--- config.mk ---
export PLATFORM = sky130hd
export DESIGN_NAME = prs_sequencer
export DESIGN_NICKNAME = d
export VERILOG_FILES = /design/src/rtl/prs_pkg.sv /design/src/rtl/prs_sequencer.sv
export SDC_FILE = /design/constraint.sdc
export NUM_CORES = 1
export LEC_CHECK = 0
export BUFFER_PORTS_ARGS = -buffer_cell sky130_fd_sc_hd__buf_2
export CAP_MARGIN = 15
export CORE_MARGIN = 2
export CORE_UTILIZATION = 51
export CTS_CLUSTER_SIZE = 16
export DETAILED_ROUTE_END_ITERATION = 12
export PLACE_DENSITY = 0.78
export SLEW_MARGIN = 15
export SYNTH_ARGS = -nofsm -noshare
export SYNTH_HDL_FRONTEND = slang
export SYNTH_SLANG_ARGS = --single-unit
--- constraint.sdc ---
create_clock -name sys_clk -period 2.4 [get_ports sys_clk]
set_input_delay 0.48 -clock sys_clk [delete_from_list [all_inputs] [get_ports sys_clk]]
set_output_delay 0.48 -clock sys_clk [all_outputs]
set_load 0.05 [all_outputs]
--- src/rtl/prs_pkg.sv ---
// Package for the power-on reset sequencer: source codes, states, timing, carriers.
// Assumes a single 20 MHz system clock domain.
package prs_pkg;

	localparam int SYS_CLK_HZ = 20_000_000;
	localparam int CFG_WORD_W = 32;
	localparam int CFG_BYTES = 8;
	localparam int STRAP_W = 4;
	localparam logic [15:0] FLASH_BASE_ADDR = 16'h0000;
	localparam logic [15:0] FLASH_ADDR_STEP = 16'h0008;
	localparam logic [2:0] LAST_BYTE_IDX = 3'h7;
	localparam logic [2:0] LOW_LAST_IDX = 3'h3;
	// Straps decode: top bits pick the source, others ignored here
	localparam logic [1:0] SRC_I2C = 2'h0;
	localparam logic [1:0] SRC_LOCAL_BUS = 2'h1;
	localparam logic [1:0] SRC_HARD = 2'h2;
	// Hard-coded word values, arbitrary defaults
	localparam logic [31:0] HARD_CFG_LOW = 32'h0000_0000;
	localparam logic [31:0] HARD_CFG_HIGH = 32'h0000_0000;
	// Boot sequencer enable bit inside the high word
	localparam int BOOT_EN_BIT = 0;

	typedef enum logic [3:0] {
		PRS_IDLE,
		PRS_STRAP,
		PRS_LOAD_LOW,
		PRS_SYS_LOCK,
		PRS_LOAD_HIGH,
		PRS_CORE_LOCK,
		PRS_RELEASE,
		PRS_BOOT,
		PRS_RUN
	} prs_state_t;

	typedef struct packed {
		logic req;
		logic [1:0] src;
		logic [15:0] addr;
	} prs_fetch_t;

	typedef struct packed {
		logic [31:0] low;
		logic [31:0] high;
	} prs_cfg_t;

endpackage

--- src/rtl/prs_sequencer.sv ---
// Power-on reset sequencer: straps, two config words, PLL bring-up, hard reset release, boot.
// Assumes byte fetch answers (ack with data) come from I2C/local-bus engines outside this block.
// Function
// - Power-on reset held returns every register here to its default.
// - Straps captured at power-on reset release choose the word source.
// - Word fetch starts after capture; system PLL starts after low word.
// - Core PLL fed and started only after system PLL lock.
// - Hard reset held low until core lock and both words loaded.
// - Boot sequencer loads extra data from EEPROM or flash when enabled.
// - Top two of the four straps pick I2C, local bus or hard-coded words.
// - Two 32-bit words, low then high, read in full.
// - Flash fetch one byte per access from address 0x0 stepping 0x8.
// - Hard reset is open drain; device only pulls it low.
`timescale 1ns/100ps
module prs_sequencer
	import prs_pkg::*;
(
	// Clock and power-on reset
	input wire logic sys_clk,
	input wire logic reset_n,
	// Straps
	input wire logic [STRAP_W-1:0] cfg_strap,
	// Byte fetch port
	output prs_fetch_t fetch,
	input wire logic fetch_ack,
	input wire logic [7:0] fetch_data,
	// PLL control
	output logic sys_pll_en,
	input wire logic sys_pll_lock,
	output logic core_clk_gate,
	input wire logic core_pll_lock,
	// Hard reset pin, open drain
	input wire logic hard_reset_n_in,
	output logic hard_reset_n_out,
	output logic hard_reset_n_oe,
	// Boot sequencer
	output logic boot_start,
	input wire logic boot_done,
	// Status
	output prs_cfg_t cfg_words,
	output logic seq_done
);

	prs_state_t state_ff, nxt_state;
	logic [1:0] src_ff;
	logic [2:0] idx_ff;
	logic [15:0] addr_ff;
	logic [CFG_BYTES*8-1:0] bytes_ff;
	logic boot_req_ff;
	logic words_ok;

	// Source decode from the captured straps
	function automatic logic [1:0] decode_src(input logic [STRAP_W-1:0] s);
		logic [1:0] r;
		r = SRC_I2C;
		if (s[STRAP_W-1])
			r = SRC_HARD;
		else if (s[STRAP_W-2])
			r = SRC_LOCAL_BUS;
		return r;
	endfunction

	always_comb begin
		nxt_state = state_ff;
		unique case (state_ff)
			PRS_IDLE: nxt_state = PRS_STRAP;
			PRS_STRAP: nxt_state = PRS_LOAD_LOW;
			PRS_LOAD_LOW: if (src_ff == SRC_HARD || (fetch_ack && idx_ff == LOW_LAST_IDX))
				nxt_state = PRS_SYS_LOCK;
			PRS_SYS_LOCK: if (sys_pll_lock)
				nxt_state = PRS_LOAD_HIGH;
			PRS_LOAD_HIGH: if (src_ff == SRC_HARD || (fetch_ack && idx_ff == LAST_BYTE_IDX))
				nxt_state = PRS_CORE_LOCK;
			PRS_CORE_LOCK: if (core_pll_lock)
				nxt_state = PRS_RELEASE;
			// Board may still hold the pin low; boot waits for it
			PRS_RELEASE: if (hard_reset_n_in)
				nxt_state = boot_req_ff ? PRS_BOOT : PRS_RUN;
			PRS_BOOT: if (boot_done)
				nxt_state = PRS_RUN;
			PRS_RUN: nxt_state = PRS_RUN;
			default: nxt_state = PRS_IDLE;
		endcase
	end

	// Whole sequence is defaults while power-on reset held
	always_ff @(posedge sys_clk or negedge reset_n) begin
		if (!reset_n) begin
			state_ff <= PRS_IDLE;
		end else begin
			state_ff <= nxt_state;
		end
	end

	// Straps sampled by a clocked step after release, never under reset
	always_ff @(posedge sys_clk or negedge reset_n) begin
		if (!reset_n) begin
			src_ff <= SRC_I2C;
		end else if (state_ff == PRS_IDLE) begin
			src_ff <= decode_src(cfg_strap);
		end
	end

	// Byte gathering, low word first
	always_ff @(posedge sys_clk or negedge reset_n) begin
		if (!reset_n) begin
			idx_ff <= 3'h0;
			addr_ff <= FLASH_BASE_ADDR;
			bytes_ff <= '0;
		end else if (state_ff == PRS_STRAP && src_ff == SRC_HARD) begin
			bytes_ff <= {HARD_CFG_LOW, HARD_CFG_HIGH};
		end else if (fetch.req && fetch_ack) begin
			bytes_ff[(CFG_BYTES-1-idx_ff)*8 +: 8] <= fetch_data;
			idx_ff <= idx_ff + 3'h1;
			addr_ff <= addr_ff + FLASH_ADDR_STEP;
		end
	end

	always_ff @(posedge sys_clk or negedge reset_n) begin
		if (!reset_n) begin
			boot_req_ff <= 1'b0;
		end else if (state_ff == PRS_CORE_LOCK) begin
			boot_req_ff <= bytes_ff[BOOT_EN_BIT];
		end
	end

	// One driver for the whole carrier
	assign fetch = '{
		req: src_ff != SRC_HARD && (state_ff == PRS_LOAD_LOW || state_ff == PRS_LOAD_HIGH),
		src: src_ff,
		addr: addr_ff
	};
	assign cfg_words = bytes_ff;

	// Clock gate for core PLL only after system lock
	assign sys_pll_en = state_ff inside {PRS_SYS_LOCK, PRS_LOAD_HIGH, PRS_CORE_LOCK, PRS_RELEASE,
		PRS_BOOT, PRS_RUN};
	assign core_clk_gate = state_ff inside {PRS_CORE_LOCK, PRS_RELEASE, PRS_BOOT, PRS_RUN};
	assign words_ok = state_ff inside {PRS_CORE_LOCK, PRS_RELEASE, PRS_BOOT, PRS_RUN};

	// Open drain: drive low only, pull-up gives the high level
	assign hard_reset_n_out = 1'b0;
	assign hard_reset_n_oe = !(state_ff inside {PRS_RELEASE, PRS_BOOT, PRS_RUN});
	assign boot_start = state_ff == PRS_RELEASE && boot_req_ff && hard_reset_n_in;
	assign seq_done = state_ff == PRS_RUN;

	property p_hard_reset_n_hold;
		@(posedge sys_clk) disable iff (!reset_n)
		$fell(hard_reset_n_oe) |-> $past(state_ff) == PRS_CORE_LOCK && $past(core_pll_lock) && words_ok;
	endproperty
	a_hard_reset_n_hold: assert property (p_hard_reset_n_hold) else $error("hard reset released early");

	property p_core_after_sys;
		@(posedge sys_clk) disable iff (!reset_n)
		$rose(core_clk_gate) |-> $past(sys_pll_lock) && sys_pll_en;
	endproperty
	a_core_after_sys: assert property (p_core_after_sys) else $error("core clock before sys lock");

	property p_sys_after_low;
		@(posedge sys_clk) disable iff (!reset_n)
		$rose(sys_pll_en) |-> $past(state_ff) == PRS_LOAD_LOW;
	endproperty
	a_sys_after_low: assert property (p_sys_after_low) else $error("sys pll before low word");

	property p_addr_step;
		@(posedge sys_clk) disable iff (!reset_n)
		fetch.req && fetch_ack |=> fetch.addr == $past(fetch.addr) + FLASH_ADDR_STEP;
	endproperty
	a_addr_step: assert property (p_addr_step) else $error("flash address step wrong");

	property p_drive_low;
		@(posedge sys_clk) disable iff (!reset_n)
		hard_reset_n_oe |-> hard_reset_n_out == 1'b0;
	endproperty
	a_drive_low: assert property (p_drive_low) else $error("hard reset driven high");

	property p_first_addr;
		@(posedge sys_clk) disable iff (!reset_n)
		state_ff == PRS_STRAP |-> fetch.addr == FLASH_BASE_ADDR;
	endproperty
	a_first_addr: assert property (p_first_addr) else $error("fetch not from base");

	property p_order;
		@(posedge sys_clk) disable iff (!reset_n)
		state_ff == PRS_CORE_LOCK |-> $past(state_ff) inside {PRS_LOAD_HIGH, PRS_CORE_LOCK};
	endproperty
	a_order: assert property (p_order) else $error("step skipped");

	property p_reset_start;
		@(posedge sys_clk)
		$rose(reset_n) |-> state_ff == PRS_IDLE && hard_reset_n_oe;
	endproperty
	a_reset_start: assert property (p_reset_start) else $error("not at default after reset");

	property p_strap_cap;
		@(posedge sys_clk) disable iff (!reset_n)
		state_ff == PRS_IDLE |=> src_ff == decode_src($past(cfg_strap));
	endproperty
	a_strap_cap: assert property (p_strap_cap) else $error("straps not captured");

	property p_low_count;
		@(posedge sys_clk) disable iff (!reset_n)
		$rose(sys_pll_en) && fetch.src != SRC_HARD |-> $past(idx_ff) == LOW_LAST_IDX;
	endproperty
	a_low_count: assert property (p_low_count) else $error("sys pll before four low bytes");

	property p_high_count;
		@(posedge sys_clk) disable iff (!reset_n)
		$rose(core_clk_gate) && fetch.src != SRC_HARD |-> $past(idx_ff) == LAST_BYTE_IDX;
	endproperty
	a_high_count: assert property (p_high_count) else $error("high word not read in full");

	property p_core_wait;
		@(posedge sys_clk) disable iff (!reset_n)
		state_ff == PRS_CORE_LOCK && !core_pll_lock |=> hard_reset_n_oe;
	endproperty
	a_core_wait: assert property (p_core_wait) else $error("hard reset released before core lock");

	property p_boot_once;
		@(posedge sys_clk) disable iff (!reset_n)
		boot_start |=> !boot_start;
	endproperty
	a_boot_once: assert property (p_boot_once) else $error("boot start longer than one cycle");

endmodule // prs_sequencer

==> impl_metrics.py, run 1 <==
metrics = {
    "logic_synthesis": {
        "synth-seq-cells": 87,
        "avgSynthCellArea_um2": 9.98,
        "ys.flop_type": "dfrtp_1",
        "yosys_warnings": 0,
        "async_flop_share_pct": 100,
        "synth-edff-count": 0,
        "syn_inst": 406,
        "synthDistinctLibCells": 44,
        "ys_seq_area_share_pct": 53.8,
        "syn_area_um2": 4050,
    },
    "power": {
        "irDropWorstVdd_uv": 917,
        "p_leak_nw": 2.48,
        "powerDensity_nw_per_um2": 1230,
    },
    "setup_path": {
        "required_ps": 2670,
        "worstSetupEndpointType": "register",
        "rr_worst_depth": 6,
        "cp_max_fo": 8,
        "start_kind": "register",
        "r2r-start": "idx_ff[0]$_DFFE_PN0P_",
        "r2r_end": "cfg_words[5]$_DFFE_PN0P_",
        "crit_type": "reg -> reg",
        "arrival_ps": 2460,
        "r2r_setup_slack_ps": 210,
    },
    "die": {
        "dieArea_um2": 8670,
        "chipWidth_um": 93.1,
        "ios": 108,
        "rows": 32,
        "die_y_um": 93.1,
        "core_area_um2": 7730,
        "initial_utilization_pct": 52.4,
    },
    "sta": {
        "period_needed_ps": 2190,
        "slew_headroom_pct": 57.1,
        "final.setup.tns_ps": 0,
        "hold_viol": 0,
        "fmax_mhz": 456,
        "worst_pin_slew_ps": 639,
        "finalSetupViolations": 0,
        "drv_slew": 0,
        "post-route-period-util_pct": 91.4,
        "rsz0062_at_grt": "false",
        "skew_ps": 9.61,
    },
    "finish": {
        "stdcell_area_um2": 4880,
        "num_antenna_cells": 0,
        "fillers": 647,
        "fin_util_pct": 63.2,
        "area_growth_pct": 20.5,
        "fin_nets": 535,
        "drive_gt1_share_pct": 28.1,
    },
    "route": {
        "ant_nets": 0,
        "drc": 0,
        "drtIter0Drc": 244,
        "wl_um": 9730,
        "drtPass1Iterations": 4,
        "vias": 3379,
        "routedWlPerCell_um": 15.8,
        "vias_per_cell": 5.49,
    },
    "grt": {
        "grt_pass1_vias": 3196,
        "antenna_found_initial": 0,
        "grt_pass1_wl_um": 15800,
        "gr-total-overflow": 0,
        "grt.total_usage_pct": 23.6,
        "grt_max_degree": 42,
    },
    "clocking": {
        "cts_buffers": 9,
        "clock-root-buffer": "clkbuf_8",
        "cts_setup_buffers": 0,
        "insertion_delay_ps": 360,
        "ctsResizeCount": 0,
        "clk_path_buf_depth": 2,
        "htree_levels": 3,
        "clk_pin_slew_worst_paths_ps": 90,
        "cts_sinks": 87,
        "cts_hold_buf": 0,
        "cts_tree": "yes",
    },
    "flow_run": {
        "cap_violations": 0,
    },
    "placement": {
        "place_area_um2": 4680,
        "hpwlAfterDp_um": 6950,
        "gp_congestion": 0.867,
        "port_buffers": 101,
    },
    "hold_path": {
        "hp-class": "in -> async",
    },
    "status": {
        "status": "completed",
    },
}
synthesized netlist by cell type (2+ instances only):
master	instances	share of area, %
a21oi_1	33	4.1
a22o_1	6	1.3
a31oi_1	2	0.31
and3_1	8	1.2
and4_1	4	0.86
buf_2	7	0.86
buf_4	5	0.93
buf_6	2	0.56
clkbuf_1	12	1.1
dfrtp_1	87	54
ha_1	8	2.5
inv_1	7	0.65
mux2_2	4	1.1
mux2i_1	9	2.2
nand2_1	56	5.2
nand3_1	60	7.4
nand3b_1	2	0.37
nand4_1	6	0.93
nand4_2	2	0.62
nor2_1	17	1.6
nor2b_1	7	1.1
nor3b_1	2	0.37
nor4b_4	2	1.2
o21ai_0	20	2.5
o21ai_1	7	0.86
xnor2_1	11	2.4
xor2_1	3	0.65
critical path, cell delays in order, from the launching register on:
cell	delay [ps]
dfrtp_1	460
ha_1	270
ha_2	440
and2_1	250
and4_1	390
nand3_1	110
a21oi_1	180
worst max-delay path by stage:
| stage | startpoint | endpoint | slack [ps] | cells past startpoint |
|---|---|---|---|---|
| 2_1_floorplan | state_ff[1]$_DFFE_PN0P_ | sys_pll_en | 70 | 3 |
| 3_3_place_gp | idx_ff[0]$_DFFE_PN0P_ | cfg_words[2]$_DFFE_PN0P_ | 290 | 6 |
| 3_5_place_dp | idx_ff[0]$_DFFE_PN0P_ | cfg_words[5]$_DFFE_PN0P_ | 190 | 6 |
| 4_1_cts | idx_ff[0]$_DFFE_PN0P_ | cfg_words[5]$_DFFE_PN0P_ | 170 | 6 |
| 5_1_grt | idx_ff[0]$_DFFE_PN0P_ | cfg_words[33]$_DFFE_PN0P_ | 6 | 8 |
| 6_report | idx_ff[0]$_DFFE_PN0P_ | cfg_words[5]$_DFFE_PN0P_ | 210 | 6 |
area by class of cell:
| class | count | area [um2] | share of cell area (%) |
|---|---|---|---|
| flip-flops and latches | 87 | 2180 | 44.6 |
| repair buffers | 115 | 626 | 12.8 |
| inverters | 7 | 26.3 | 0.538 |
| clock buffers | 10 | 128 | 2.61 |
| multi-input cells | 288 | 1730 | 35.4 |
| well taps | 102 | 128 | 2.61 |
| clock inverters | 6 | 68.8 | 1.41 |
cell families (layout without fill, tap and decap cells):
family	count (synthesis)	count (layout)	synth area share, %
mux	13	13	3.34
fa+ha+maj	8	8	2.47
other cells	1	4	0.0926
flops	87	87	53.8
simple gates	178	178	23.5
xor+xnor	14	14	3.03
compound gates	71	71	9.61
buf+inv	34	138	4.20
layout by cell type, fill, tap and decap left out, types with 11 or more instances in the layout:
cell type / synthesis / routed
buf_2: 7 / 100
dfrtp_1: 87 / 87
nand3_1: 60 / 60
nand2_1: 56 / 56
a21oi_1: 33 / 33
o21ai_0: 20 / 20
nor2_1: 17 / 17
buf_4: 5 / 14
xnor2_1: 11 / 11
where the power goes:
group          switching, W  internal [W]  leakage (nW)
logic               0.00218      0.000816          1.19
clock network      0.000527      0.000487        0.0968
registers          0.000228       0.00175          1.19
total               0.00294       0.00306          2.48
registers in the layout (all words and copies together) (netlist names):
signal	cells
cfg_words	64
state_ff	4
boot_req_ff	1
idx_ff	3
addr_ff	13
src_ff	2
layer usage:
metal	GRT usage (%)	share of wire [%]	vias up	wire length (um)
met3	5.00	5.9	13	571
met1	32.0	44	1644	4330
li1	-	-	1612	-
met2	37.8	48	110	4690
met4	8.46	1.5	0	142
met5	0	0	-	0
metrics by stage:
step	instances	power (W)	hold WS [ps]	worst slack, ps
6_report	615	0.00600	98.3	207
5_1_grt	615	0.00636	115	6.27
4_1_cts	615	0.00600	106	175
3_5_place_dp	599	0.00498	468	191
3_3_place_gp	599	0.00491	452	288
2_1_floorplan	409	0.00425	184	69.2
No activity file was read; power rests on OpenSTA's default activity.
==> run 2, diff against run 1 <==
--- a/config.mk
+++ b/config.mk
@@ -14,2 +14,3 @@
 export PLACE_DENSITY = 0.78
+export REMOVE_ABC_BUFFERS = 1
 export SLEW_MARGIN = 15
==> constraint.sdc (replaced) <==
create_clock -name sys_clk -period 2.33 [get_ports sys_clk]
set_input_delay 0.466 -clock sys_clk [delete_from_list [all_inputs] [get_ports sys_clk]]
set_output_delay 0.466 -clock sys_clk [all_outputs]
set_load 0.005 [all_outputs]
==> impl_metrics.py, run 2 (synthesis gave the netlist of run 1 again) <==
metrics = {
    "route": {
        "routedWlPerCell_um": 15.8,
        "drtIter0Drc": 195,
        "vias": 3404,
        "drc": 0,
        "drtPass1Iterations": 5,
        "wl_um": 9750,
        "vias_per_cell": 5.51,
        "ant_nets": 0,
    },
    "clocking": {
        "cts_buffers": 9,
        "cts_tree": "yes",
        "clk_path_buf_depth": 2,
        "clk_pin_slew_worst_paths_ps": 90,
        "insertion_delay_ps": 350,
        "cts_sinks": 87,
        "cts_hold_buf": 0,
        "ctsResizeCount": 0,
        "cts_setup_buffers": 0,
        "htree_levels": 3,
        "clock-root-buffer": "clkbuf_8",
    },
    "die": {
        "die_y_um": 93.1,
        "ios": 108,
        "initial_utilization_pct": 52.4,
        "rows": 32,
        "dieArea_um2": 8670,
        "chipWidth_um": 93.1,
        "core_area_um2": 7730,
    },
    "flow_run": {
        "cap_violations": 0,
    },
    "sta": {
        "drv_slew": 0,
        "rsz0062_at_grt": "false",
        "skew_ps": 10.1,
        "fmax_mhz": 463,
        "finalSetupViolations": 0,
        "worst_pin_slew_ps": 625,
        "period_needed_ps": 2160,
        "post-route-period-util_pct": 92.6,
        "slew_headroom_pct": 58.2,
        "hold_viol": 0,
    },
    "grt": {
        "grt_util_met3_pct": 4.03,
        "grt_pass1_vias": 3242,
        "grt.total_usage_pct": 24.0,
        "grt_max_degree": 41,
        "gr-usage-met2_pct": 37.6,
        "grt_use_met1_pct": 33.7,
        "antenna_found_initial": 0,
        "gr-total-overflow": 0,
        "grt_busiest_layer": "met2",
        "grt_pass1_wl_um": 16200,
    },
    "power": {
        "p_leak_nw": 2.51,
        "powerDensity_nw_per_um2": 1070,
        "irDropWorstVdd_uv": 622,
    },
    "placement": {
        "gp_congestion": 0.910,
        "port_buffers": 101,
        "hpwlAfterDp_um": 6960,
        "dp_cells": 602,
    },
    "setup_path": {
        "cp_slowest_cell": "a31oi_1",
        "cp_max_fo": 7,
        "required_ps": 2620,
        "cp_cell_sequence": "ha_1, ha_1, and2_1, a31oi_1, a22o_1",
        "cp_common_cell": "ha_1",
        "critical_path.max_stage_delay_ps": 520,
        "worstSetupEndpointType": "register",
        "start_kind": "register",
        "arrival_ps": 2450,
        "crit_type": "reg -> reg",
    },
    "finish": {
        "num_antenna_cells": 0,
        "fin_cells": 618,
        "fin_util_pct": 63.7,
        "largest_reg_flops": 64,
        "area_growth_pct": 21.6,
        "fin_nets": 538,
        "drive_gt1_share_pct": 28.5,
        "final_common_cell": "buf_2",
        "layout_common_cells": "100 x buf_2, 87 x dfrtp_1, 60 x nand3_1",
    },
    "status": {
        "status": "completed",
    },
    "hold_path": {
        "hp-class": "in -> async",
    },
}
## run 2: changes by cell type in the layout (fill, tap and decap cells not counted), sizes merged
cell and delta:
buf +3, clkinv -2, bufinv +1, clkinvlp +1
## run 2: metrics by stage
stage                     area (um2)  setup TNS, ps  hold WS [ps]  power, W  setup WS (ps)
after floorplan                 3920           -873           170   0.00328           -109
after global placement          4690              0           374   0.00405            280
after detailed placement        4690              0           381   0.00413            183
after CTS                       4920              0         0.821   0.00530            149
after global routing            4920              0          16.3   0.00566           4.34
final                           4920              0          4.97   0.00528            172
## run 2: final cells by class
| cell class | instances | area [um2] |
|---|---|---|
| Inverter | 7 | 26.3 |
| Multi-Input combinational cell | 288 | 1720 |
| Sequential cell | 87 | 2180 |
| Tap cell | 102 | 128 |
| Clock inverter | 6 | 92.6 |
| Clock buffer | 10 | 138 |
| Fill cell | 616 | 2800 |
| Timing Repair Buffer | 118 | 648 |
## run 2: path summary, 6_finish.rpt
check                                        start                   endpoint  slack [ps]  depth (start not counted)
max                          idx_ff[0]$_DFFE_PN0P_  cfg_words[45]$_DFFE_PN0P_         170                          5
min                                        reset_n  cfg_words[53]$_DFFE_PN0P_           5                          1
max reg2reg                  idx_ff[0]$_DFFE_PN0P_  cfg_words[45]$_DFFE_PN0P_         170                          5
min reg2reg                addr_ff[15]$_DFFE_PN0P_    addr_ff[15]$_DFFE_PN0P_         480                          1
max in group asynchronous                  reset_n  cfg_words[56]$_DFFE_PN0P_        1680                          2
min in group sys_clk                  cfg_strap[3]      src_ff[1]$_DFFE_PN0P_         360                          2
## run 2: power by group
part	internal [W]	total [W]	leakage, nW	switching (W)
registers	0.00181	0.00201	1.19	0.000199
clock network	0.000638	0.00118	0.109	0.000537
logic	0.000841	0.00210	1.21	0.00126
## run 2: critical path, delay by kind of cell (launching register included)
family                   cells  cell delay [ps]
AND/OR/NAND/NOR              1              270
flip-flops                   1              400
adder cells (fa/ha/maj)      2              680
AO/OA/AOI/OAI                2              750
## run 2: metal layers
metal / up-vias / wire length, um
met5: - / 0
met2: 115 / 4550
met1: 1649 / 4450
met3: 18 / 534
li1: 1622 / -
met4: 0 / 215
